[config.mk]
export PLATFORM = sky130hd
export DESIGN_NAME = fpe_flash_ctrl
export DESIGN_NICKNAME = d
export VERILOG_FILES = /design/src/fpe_pkg.sv /design/src/fpe_flash_ctrl.sv
export VERILOG_INCLUDE_DIRS = /design/src
export SDC_FILE = /design/constraint.sdc
export NUM_CORES = 1
export LEC_CHECK = 0
export BUFFER_PORTS_ARGS = -buffer_cell sky130_fd_sc_hd__buf_2
export CORE_AREA = 8 8 112 114
export DETAILED_ROUTE_END_ITERATION = 6
export DIE_AREA = 0 0 120 122
export PLACE_DENSITY = 0.74
export SYNTH_ARGS = -nofsm -noshare
export SYNTH_HDL_FRONTEND = slang
export SYNTH_SLANG_ARGS = --single-unit
[constraint.sdc]
create_clock -name sys_clk -period 2.9 [get_ports sys_clk]
set_clock_uncertainty 0.05 [all_clocks]
set_input_delay 0.29 -clock sys_clk [delete_from_list [all_inputs] [get_ports sys_clk]]
set_output_delay 0.29 -clock sys_clk [all_outputs]
set_load 0.005 [all_outputs]
[src/fpe_defines.svh]
// Purpose: constants for the flash program/erase control block
// Assumes: AXI4-Lite, 32-bit data, one word per register
// Notes: offsets of the page, pointer and status words are local
`ifndef FPE_DEFINES_SVH
`define FPE_DEFINES_SVH

`define FPE_OFS_CTRL     8'h00
`define FPE_OFS_KEY      8'h04
`define FPE_OFS_PAGE     8'h08
`define FPE_OFS_PTR      8'h0c
`define FPE_OFS_STAT     8'h10

`define FPE_BIT_START    15
`define FPE_BIT_ENABLE   14
`define FPE_BIT_ERROR    13
`define FPE_BIT_ERASE    6
`define FPE_CTRL_MASK    16'he04f

`define FPE_KEY_FIRST    8'h55
`define FPE_KEY_SECOND   8'haa

`define FPE_CODE_BULK    4'hf
`define FPE_CODE_SEG     4'hd
`define FPE_CODE_WORD    4'h3
`define FPE_CODE_PAGE    4'h2
`define FPE_CODE_ROW     4'h1
`define FPE_CODE_CFG     4'h0

`define FPE_PAGE_MASK    24'hfffc00
`define FPE_ROW_MASK     24'hffff80
`define FPE_ROW_WORDS    7'h40

`define FPE_RESP_OKAY    2'b00
`define FPE_RESP_SLVERR  2'b10
`define FPE_RESP_DECERR  2'b11

`endif

[src/fpe_pkg.sv]
// Purpose: types for the flash program/erase control block
// Assumes: constants live in fpe_defines.svh
// Notes: command codes are what the array sees on flashCmd
package fpe_pkg;

  typedef enum logic [0:0] {
    FPE_IDLE = 1'b0,
    FPE_RUN  = 1'b1
  } fpe_state_t;

  typedef enum logic [1:0] {
    FPE_KEY_NONE  = 2'b00,
    FPE_KEY_HALF  = 2'b01,
    FPE_KEY_ARMED = 2'b10
  } fpe_key_t;

  typedef enum logic [3:0] {
    FPE_OP_NOP      = 4'h0,
    FPE_OP_BULK     = 4'h1,
    FPE_OP_SEGMENT  = 4'h2,
    FPE_OP_PAGE     = 4'h3,
    FPE_OP_CFG_ERS  = 4'h4,
    FPE_OP_WORD     = 4'h5,
    FPE_OP_ROW      = 4'h6,
    FPE_OP_CFG_PRG  = 4'h7,
    FPE_OP_INVALID  = 4'hf
  } fpe_op_t;

endpackage

[src/fpe_flash_ctrl.sv]
// Purpose: run-time self-programming control of on-chip program flash
// Assumes: array runs on sys_clk and pulses flashDone at cycle end
// Notes: reset_n is the power-on reset; warmReset_n spares control bits
//
// Register access over AXI4-Lite and the address map were decided locally.
`timescale 1ns/1ps
`default_nettype none
`include "fpe_defines.svh"

// Behaviour
// - start bit launches cycle, clears when done
// - enable bit gates all program and erase
// - error flag marks bad sequence or abort
// - erase bit picks erase or program meaning
// - erase codes bulk, segment, page, config byte
// - program codes word, row, config byte
// - unlisted operation codes are never executed
// - control bits clear only on power-on reset
// - unused control bits read zero, ignore writes
// - key register write-only, reads as zero
// - operations need 0x55 then 0xAA first
// - processor stalls while a cycle runs
// - page erase covers eight-row aligned page
// - row program commits 64 buffered words
// - target address is page byte plus pointer
module fpe_flash_ctrl (
  input  wire logic        sys_clk,
  input  wire logic        reset_n,
  input  wire logic        warmReset_n,
  input  wire logic [7:0]  s_axi_awaddr,
  input  wire logic        s_axi_awvalid,
  output logic             s_axi_awready,
  input  wire logic [31:0] s_axi_wdata,
  input  wire logic [3:0]  s_axi_wstrb,
  input  wire logic        s_axi_wvalid,
  output logic             s_axi_wready,
  output logic [1:0]       s_axi_bresp,
  output logic             s_axi_bvalid,
  input  wire logic        s_axi_bready,
  input  wire logic [7:0]  s_axi_araddr,
  input  wire logic        s_axi_arvalid,
  output logic             s_axi_arready,
  output logic [31:0]      s_axi_rdata,
  output logic [1:0]       s_axi_rresp,
  output logic             s_axi_rvalid,
  input  wire logic        s_axi_rready,
  input  wire logic        tableWriteHigh,
  input  wire logic        flashDone,
  input  wire logic        flashAbort,
  output logic             flashStart,
  output logic [3:0]       flashCmd,
  output logic [23:0]      flashAddr,
  output logic             cpuStall
);

  function automatic fpe_pkg::fpe_op_t decodeOp(
    input logic       eraseSel,
    input logic [3:0] code
  );
    fpe_pkg::fpe_op_t op;
    op = fpe_pkg::FPE_OP_INVALID;
    if (eraseSel) begin
      case (code)
        `FPE_CODE_BULK: op = fpe_pkg::FPE_OP_BULK;
        `FPE_CODE_SEG:  op = fpe_pkg::FPE_OP_SEGMENT;
        `FPE_CODE_PAGE: op = fpe_pkg::FPE_OP_PAGE;
        `FPE_CODE_CFG:  op = fpe_pkg::FPE_OP_CFG_ERS;
        `FPE_CODE_WORD: op = fpe_pkg::FPE_OP_NOP;
        `FPE_CODE_ROW:  op = fpe_pkg::FPE_OP_NOP;
        default:        op = fpe_pkg::FPE_OP_INVALID;
      endcase
    end else begin
      case (code)
        `FPE_CODE_WORD: op = fpe_pkg::FPE_OP_WORD;
        `FPE_CODE_ROW:  op = fpe_pkg::FPE_OP_ROW;
        `FPE_CODE_CFG:  op = fpe_pkg::FPE_OP_CFG_PRG;
        `FPE_CODE_BULK: op = fpe_pkg::FPE_OP_NOP;
        `FPE_CODE_SEG:  op = fpe_pkg::FPE_OP_NOP;
        `FPE_CODE_PAGE: op = fpe_pkg::FPE_OP_NOP;
        default:        op = fpe_pkg::FPE_OP_INVALID;
      endcase
    end
    return op;
  endfunction

  function automatic logic isMapped(input logic [7:0] addr);
    return (addr == `FPE_OFS_CTRL) || (addr == `FPE_OFS_KEY) ||
           (addr == `FPE_OFS_PAGE) || (addr == `FPE_OFS_PTR) ||
           (addr == `FPE_OFS_STAT);
  endfunction

  // register fields, key and cycle sequencer state
  logic              startBit;
  logic              enableBit;
  logic              errorFlag;
  logic              eraseSel;
  logic [3:0]        opField;
  logic [7:0]        tablePage;
  logic [15:0]       pointer;
  logic [6:0]        bufCount;
  fpe_pkg::fpe_key_t keyState;
  fpe_pkg::fpe_state_t state;
  fpe_pkg::fpe_op_t  launchOp;

  // write channel holding and decoded write and cycle strobes
  logic              awHeld;
  logic              wHeld;
  logic [7:0]        wrAddr;
  logic [31:0]       wrData;
  logic [3:0]        wrStrb;
  logic              wrFire;
  logic              ctrlWrite;
  logic              keyWrite;
  logic              startReq;
  logic              goodStart;
  logic              nopStart;
  logic              badStart;
  logic              cycleEnd;

  assign s_axi_awready = !awHeld && !s_axi_bvalid;
  assign s_axi_wready  = !wHeld && !s_axi_bvalid;
  assign wrFire        = awHeld && wHeld && !s_axi_bvalid;
  assign ctrlWrite     = wrFire && (wrAddr == `FPE_OFS_CTRL) &&
                         wrStrb[1];
  assign keyWrite      = wrFire && (wrAddr == `FPE_OFS_KEY) && wrStrb[0];

  always_ff @(posedge sys_clk) begin
    if (!reset_n) begin
      awHeld <= 1'b0;
      wrAddr <= 8'h00;
    end else if (s_axi_awvalid && s_axi_awready) begin
      awHeld <= 1'b1;
      wrAddr <= s_axi_awaddr;
    end else if (wrFire) begin
      awHeld <= 1'b0;
    end
  end

  always_ff @(posedge sys_clk) begin
    if (!reset_n) begin
      wHeld  <= 1'b0;
      wrData <= 32'h00000000;
      wrStrb <= 4'h0;
    end else if (s_axi_wvalid && s_axi_wready) begin
      wHeld  <= 1'b1;
      wrData <= s_axi_wdata;
      wrStrb <= s_axi_wstrb;
    end else if (wrFire) begin
      wHeld <= 1'b0;
    end
  end

  always_ff @(posedge sys_clk) begin
    if (!reset_n) begin
      s_axi_bvalid <= 1'b0;
      s_axi_bresp  <= `FPE_RESP_OKAY;
    end else if (wrFire) begin
      s_axi_bvalid <= 1'b1;
      if (!isMapped(wrAddr)) begin
        s_axi_bresp <= `FPE_RESP_DECERR;
      end else begin
        s_axi_bresp <= `FPE_RESP_OKAY;
      end
    end else if (s_axi_bready) begin
      s_axi_bvalid <= 1'b0;
    end
  end

  // a start attempt is any write of a one to the start bit while idle
  assign startReq  = ctrlWrite && wrData[`FPE_BIT_START] &&
                     (state == fpe_pkg::FPE_IDLE);
  assign launchOp  = decodeOp(wrData[`FPE_BIT_ERASE], wrData[3:0]);
  assign goodStart = startReq && wrData[`FPE_BIT_ENABLE] &&
                     (keyState == fpe_pkg::FPE_KEY_ARMED) &&
                     (launchOp != fpe_pkg::FPE_OP_INVALID);
  assign nopStart  = goodStart && (launchOp == fpe_pkg::FPE_OP_NOP);
  assign badStart  = startReq && !goodStart;
  assign cycleEnd  = (state == fpe_pkg::FPE_RUN) &&
                     (flashDone || flashAbort);

  // key sequencer: any write other than the expected key byte disarms; a first key byte always restarts the pair
  always_ff @(posedge sys_clk) begin
    if (!reset_n || !warmReset_n) begin
      keyState <= fpe_pkg::FPE_KEY_NONE;
    end else if (wrFire) begin
      case (keyState)
        fpe_pkg::FPE_KEY_NONE: begin
          if (keyWrite && wrData[7:0] == `FPE_KEY_FIRST) begin
            keyState <= fpe_pkg::FPE_KEY_HALF;
          end
        end
        fpe_pkg::FPE_KEY_HALF: begin
          if (keyWrite && wrData[7:0] == `FPE_KEY_SECOND) begin
            keyState <= fpe_pkg::FPE_KEY_ARMED;
          end else if (keyWrite && wrData[7:0] == `FPE_KEY_FIRST) begin
            keyState <= fpe_pkg::FPE_KEY_HALF;
          end else begin
            keyState <= fpe_pkg::FPE_KEY_NONE;
          end
        end
        fpe_pkg::FPE_KEY_ARMED: begin
          // one unlock is spent by the next register write of any kind
          if (keyWrite && wrData[7:0] == `FPE_KEY_FIRST) begin
            keyState <= fpe_pkg::FPE_KEY_HALF;
          end else begin
            keyState <= fpe_pkg::FPE_KEY_NONE;
          end
        end
        default: keyState <= fpe_pkg::FPE_KEY_NONE;
      endcase
    end
  end

  // cycle sequencer
  always_ff @(posedge sys_clk) begin
    if (!reset_n) begin
      state <= fpe_pkg::FPE_IDLE;
    end else begin
      case (state)
        fpe_pkg::FPE_IDLE: begin
          if (goodStart && !nopStart) begin
            state <= fpe_pkg::FPE_RUN;
          end
        end
        fpe_pkg::FPE_RUN: begin
          if (cycleEnd) begin
            state <= fpe_pkg::FPE_IDLE;
          end
        end
        default: state <= fpe_pkg::FPE_IDLE;
      endcase
    end
  end

  // start bit: set only by a launch, cleared by the end of the cycle
  always_ff @(posedge sys_clk) begin
    if (!reset_n) begin
      startBit <= 1'b0;
    end else if (goodStart && !nopStart) begin
      startBit <= 1'b1;
    end else if (cycleEnd) begin
      startBit <= 1'b0;
    end
  end

  // plain fields; writes while a cycle runs are dropped
  always_ff @(posedge sys_clk) begin
    if (!reset_n) begin
      enableBit <= 1'b0;
      eraseSel  <= 1'b0;
      opField   <= 4'h0;
    end else if (ctrlWrite && state == fpe_pkg::FPE_IDLE) begin
      enableBit <= wrData[`FPE_BIT_ENABLE];
      eraseSel  <= wrData[`FPE_BIT_ERASE];
      opField   <= wrData[3:0];
    end
  end

  // hardware set beats a software clear in the same cycle
  always_ff @(posedge sys_clk) begin
    if (!reset_n) begin
      errorFlag <= 1'b0;
    end else if (badStart || (cycleEnd && flashAbort)) begin
      errorFlag <= 1'b1;
    end else if (goodStart || (cycleEnd && flashDone)) begin
      errorFlag <= 1'b0;
    end else if (ctrlWrite && state == fpe_pkg::FPE_IDLE) begin
      errorFlag <= wrData[`FPE_BIT_ERROR];
    end
  end

  always_ff @(posedge sys_clk) begin
    if (!reset_n) begin
      tablePage <= 8'h00;
      pointer   <= 16'h0000;
    end else if (wrFire && state == fpe_pkg::FPE_IDLE) begin
      if (wrAddr == `FPE_OFS_PAGE && wrStrb[0]) begin
        tablePage <= wrData[7:0];
      end
      if (wrAddr == `FPE_OFS_PTR) begin
        if (wrStrb[0]) begin
          pointer[7:0] <= wrData[7:0];
        end
        if (wrStrb[1]) begin
          pointer[15:8] <= wrData[15:8];
        end
      end
    end
  end

  // holding buffer fill count; saturates at one full row
  always_ff @(posedge sys_clk) begin
    if (!reset_n) begin
      bufCount <= 7'h00;
    end else if (cycleEnd && flashCmd == fpe_pkg::FPE_OP_ROW) begin
      bufCount <= 7'h00;
    end else if (tableWriteHigh && bufCount != `FPE_ROW_WORDS) begin
      bufCount <= bufCount + 7'h01;
    end
  end

  // array command port
  always_ff @(posedge sys_clk) begin
    if (!reset_n) begin
      flashStart <= 1'b0;
      flashCmd   <= fpe_pkg::FPE_OP_NOP;
      flashAddr  <= 24'h000000;
    end else begin
      flashStart <= goodStart && !nopStart;
      if (goodStart && !nopStart) begin
        flashCmd <= launchOp;
        case (launchOp)
          fpe_pkg::FPE_OP_PAGE:
            flashAddr <= {tablePage, pointer} & `FPE_PAGE_MASK;
          fpe_pkg::FPE_OP_ROW:
            flashAddr <= {tablePage, pointer} & `FPE_ROW_MASK;
          default:
            flashAddr <= {tablePage, pointer};
        endcase
      end
    end
  end

  // stall is held from launch to the end of the cycle
  assign cpuStall = (state == fpe_pkg::FPE_RUN);

  // read channel: one answer, one cycle after the address
  assign s_axi_arready = !s_axi_rvalid;

  always_ff @(posedge sys_clk) begin
    if (!reset_n) begin
      s_axi_rvalid <= 1'b0;
      s_axi_rdata  <= 32'h00000000;
      s_axi_rresp  <= `FPE_RESP_OKAY;
    end else if (s_axi_arvalid && s_axi_arready) begin
      s_axi_rvalid <= 1'b1;
      s_axi_rresp  <= `FPE_RESP_OKAY;
      s_axi_rdata  <= 32'h00000000;
      case (s_axi_araddr)
        `FPE_OFS_CTRL:
          s_axi_rdata <= {16'h0000, startBit, enableBit, errorFlag,
                          6'h00, eraseSel, 2'b00, opField};
        `FPE_OFS_KEY:
          s_axi_rdata <= 32'h00000000;
        `FPE_OFS_PAGE:
          s_axi_rdata <= {24'h000000, tablePage};
        `FPE_OFS_PTR:
          s_axi_rdata <= {16'h0000, pointer};
        `FPE_OFS_STAT:
          s_axi_rdata <= {22'h000000, cpuStall,
                          keyState == fpe_pkg::FPE_KEY_ARMED,
                          1'b0, bufCount};
        default:
          s_axi_rresp <= `FPE_RESP_DECERR;
      endcase
    end else if (s_axi_rready) begin
      s_axi_rvalid <= 1'b0;
    end
  end

endmodule
`default_nettype wire

==> flow_summary.toml <==
[finish]
drive_gt1_share_pct = 20.2
antenna_cells = 0
fillCellCount = 909
final_cells = 867
syn_to_final_growth_pct = 27.4
final_nets = 780

[setup_path]
worstPathCellList = "or4_4 > nor4_1 > nand3_1 > mux2i_1"
critPathLaunchType = "register"
r2r-start = "wrAddr[1]"
arrival_ns = 2.82
cpPeakStageDelay_ns = 0.58
slowest_stage = "nand3_1"
critPathLaunch = "wrAddr[1]"
crit_required_ns = 3.29
end_kind = "register"
critPathKind = "register to register"
worst-path-max-fanout = 8

[clocking]
cts_buffer_depth = 2
postCtsResizedCells = 0
clk_latency_ns = 0.52
htreeDepth = 4
clkTransAtPathRegs_ns = 0.06
cts_tree = "yes"
cts_root_buf = "clkbuf_8"
cts_inserted_buffers = 17
cts_sinks = 119

[drt]
drt_pass1_iterations = 5
drc_errors = 0
wl_mm = 13.9
drtIter0Drc = 302
num_vias = 4674
routedWlPerCell_um = 16.0
vias_per_cell = 5.39
ant_nets = 0

[yosys]
syn_inst = 597
synth_top_area_share_pct = 45.7
ys_ff_latch = 119
synth.avg_cell_area_um2 = 8.73
synth_ff_type = "dfxtp_1"
yosys.area.top_type = "dfxtp_1"
ys_warn_count = 0
synth_cell_type_count = 59
yosys-top-cells-area = "dfxtp_1 (46%), mux2i_1 (13%), nand2_1 (10%), a21oi_1 (4.2%), buf_4 (2.6%)"
syn_area_mm2 = 0.00521
ys_seq_area_share_pct = 45.7
synthArstFlopShare_pct = 0
synth_edf_count = 0

[grt]
track_usage_pct = 19.1
gr-total-overflow = 0
antenna_found_initial = 0
grt_pass1_wl_mm = 22.4
grt_pass1_vias = 4720
grt_max_degree = 59

[pwr]
p_comb_share_pct = 6.7
pwr-share-clk_pct = 51.6
p_int_mw = 3.17
power_density_mw_per_mm2 = 620
p_sw_mw = 0.936
cellLeakagePower_nw = 2.92
vdd.ir_drop.worst_uv = 338
power_frac_seq_pct = 41.7
switching_share_pct = 22.8

[sta]
finalCriticalPeriod_ns = 2.43
finalHoldViolCount = 0
worst_pin_slew_ns = 0.646
finalSetupViolCount = 0
setup-tns-final_ns = 0
slew_headroom_pct = 56.8
finalMaxSlewViolations = 0
grt_setup_unrepaired = "false"
period_share_pct = 83.8
fmax_ghz = 0.412

[placement]
port_buffers = 99
gp_congestion = 0.796
dp.cells = 807
hpwl_mm = 9.91

[floorplan]
start_util_pct = 48.7
dieHeight_um = 122
io_pins = 134
rows = 38
die_w_um = 120
die-area_mm2 = 0.0146
core_mm2 = 0.0107

[run_status]
status = "completed"

[hold_path]
hp-start = "reset_n"
holdCritPathClass = "input port to register"

[job]
cap_violations = 0
cell families after synthesis:
group,share of synthesized area (%)
flops,45.7
buf+inv,6.08
fa+ha+maj,0.480
compound gates,12.4
mux,12.9
other cells,0.0720
xor+xnor,0.673
simple gates,21.7
worst paths after layout:
path | slack (ns) | depth (start not counted) | end
setup / recovery | 0.47 | 4 | pointer[4]
hold / removal | 0.03 | 3 | keyState[1]
setup reg to reg | 0.47 | 4 | pointer[4]
hold reg to reg | 0.40 | 2 | s_axi_rdata[13]
metrics by stage:
step	cell area (um^2)	hold slack, ns	worst slack, ns	util [%]	power, mW
after floorplan	5270	0.372	0.643	-	1.92
after global placement	5750	0.390	0.645	53.7	1.98
after detailed placement	5750	0.392	0.581	53.7	1.99
after CTS	6640	0.0110	0.491	62.0	4.14
after global routing	6640	0.0386	0.364	62.0	4.25
final	6640	0.0333	0.471	62.0	4.11
per-layer routing:
| layer | share of wire, % | global-route usage [%] |
|---|---|---|
| met5 | 0 | 0 |
| met4 | 3.3 | 10.3 |
| met3 | 5.1 | 5.60 |
| met2 | 52 | 34.6 |
| met1 | 40 | 19.5 |
flip-flops by register name, indices dropped and copies added, names as in the netlist, 2 cells and up:
register	count
flashAddr	24
pointer	16
s_axi_rdata	16
wrData	16
tablePage	8
wrAddr	8
bufCount	7
flashCmd	4
opField	4
keyState	2
wrStrb	2
power by group through the flow:
stage / clock, mW / combinational [mW] / sequential (mW)
detailed placement: 0 / 0.243 / 1.75
floorplan: 0 / 0.192 / 1.73
global route: 2.23 / 0.307 / 1.72
CTS: 2.15 / 0.274 / 1.71
finish: 2.12 / 0.277 / 1.71
global placement: 0 / 0.235 / 1.74
critical path: cells and delay by family, from the launching register on:
family           cells  cell delay [ns]
AND/OR/NAND/NOR      3             1.67
multiplexers         1             0.32
flip-flops           1             0.31
what timing repair did:
item / in CTS / in global routing
hold endpoints to repair: 30 / 0
endpoints found under the setup margin: 0 / 0
hold buffers: 29 / 0
buffers inserted: 0 / 0
synthesized netlist by cell type, drive strengths merged, types with 3 or more instances:
cell and n:
a21o 3, a21oi 44, a22o 3, a22oi 4, a32o 3, a32oi 9, and2 7, and3 3
buf 25, clkbuf 30, dfxtp 119, inv 9, mux2i 66, nand2 143, nand2b 7, nand3 15
nand3b 5, nand4 4, nor2 30, nor3b 3, nor4 5, o211ai 3, o21ai 8, o22ai 4
o2bb2ai 4, or3 4, or4 3, or4b 3, xor2 3
layout by cell type, fill, tap and decap left out, types with 3 or more instances in the layout:
| master | synthesis | routed |
|---|---|---|
| or3_1 | 4 | 4 |
| nor3b_1 | 3 | 3 |
| o22ai_1 | 4 | 4 |
| buf_4 | 18 | 11 |
| dfxtp_1 | 119 | 119 |
| nor2_1 | 30 | 30 |
| xor2_1 | 3 | 3 |
| bufinv_16 | 0 | 4 |
| a22oi_1 | 4 | 4 |
| a21o_1 | 3 | 3 |
| o2bb2ai_1 | 4 | 4 |
| nor4_1 | 4 | 4 |
| a32o_1 | 3 | 3 |
| conb_1 | 1 | 16 |
| inv_1 | 9 | 9 |
| clkinvlp_4 | 0 | 3 |
| a22o_1 | 3 | 3 |
| clkbuf_16 | 0 | 16 |
| nand3_1 | 15 | 15 |
| o21ai_0 | 7 | 7 |
| a21oi_1 | 44 | 44 |
| nand3b_1 | 5 | 5 |
| nand2b_1 | 7 | 7 |
| and3_1 | 3 | 3 |
| dlygate4sd3_1 | 0 | 29 |
| mux2i_1 | 66 | 66 |
| nand4_1 | 3 | 3 |
| buf_2 | 4 | 99 |
| nand2_1 | 143 | 143 |
| clkinv_4 | 0 | 3 |
| and2_1 | 7 | 7 |
| a32oi_1 | 9 | 9 |
| o211ai_1 | 3 | 3 |
area by class of cell:
cell class | count | area (um^2) | area share (%)
Clock inverter | 12 | 179 | 2.70
Multi-Input combinational cell | 428 | 2570 | 38.8
Inverter | 10 | 37.5 | 0.566
Tap cell | 140 | 175 | 2.64
Timing Repair Buffer | 139 | 868 | 13.1
Sequential cell | 119 | 2380 | 35.9
Clock buffer | 19 | 422 | 6.35
(Power assumes the default switching activity.)
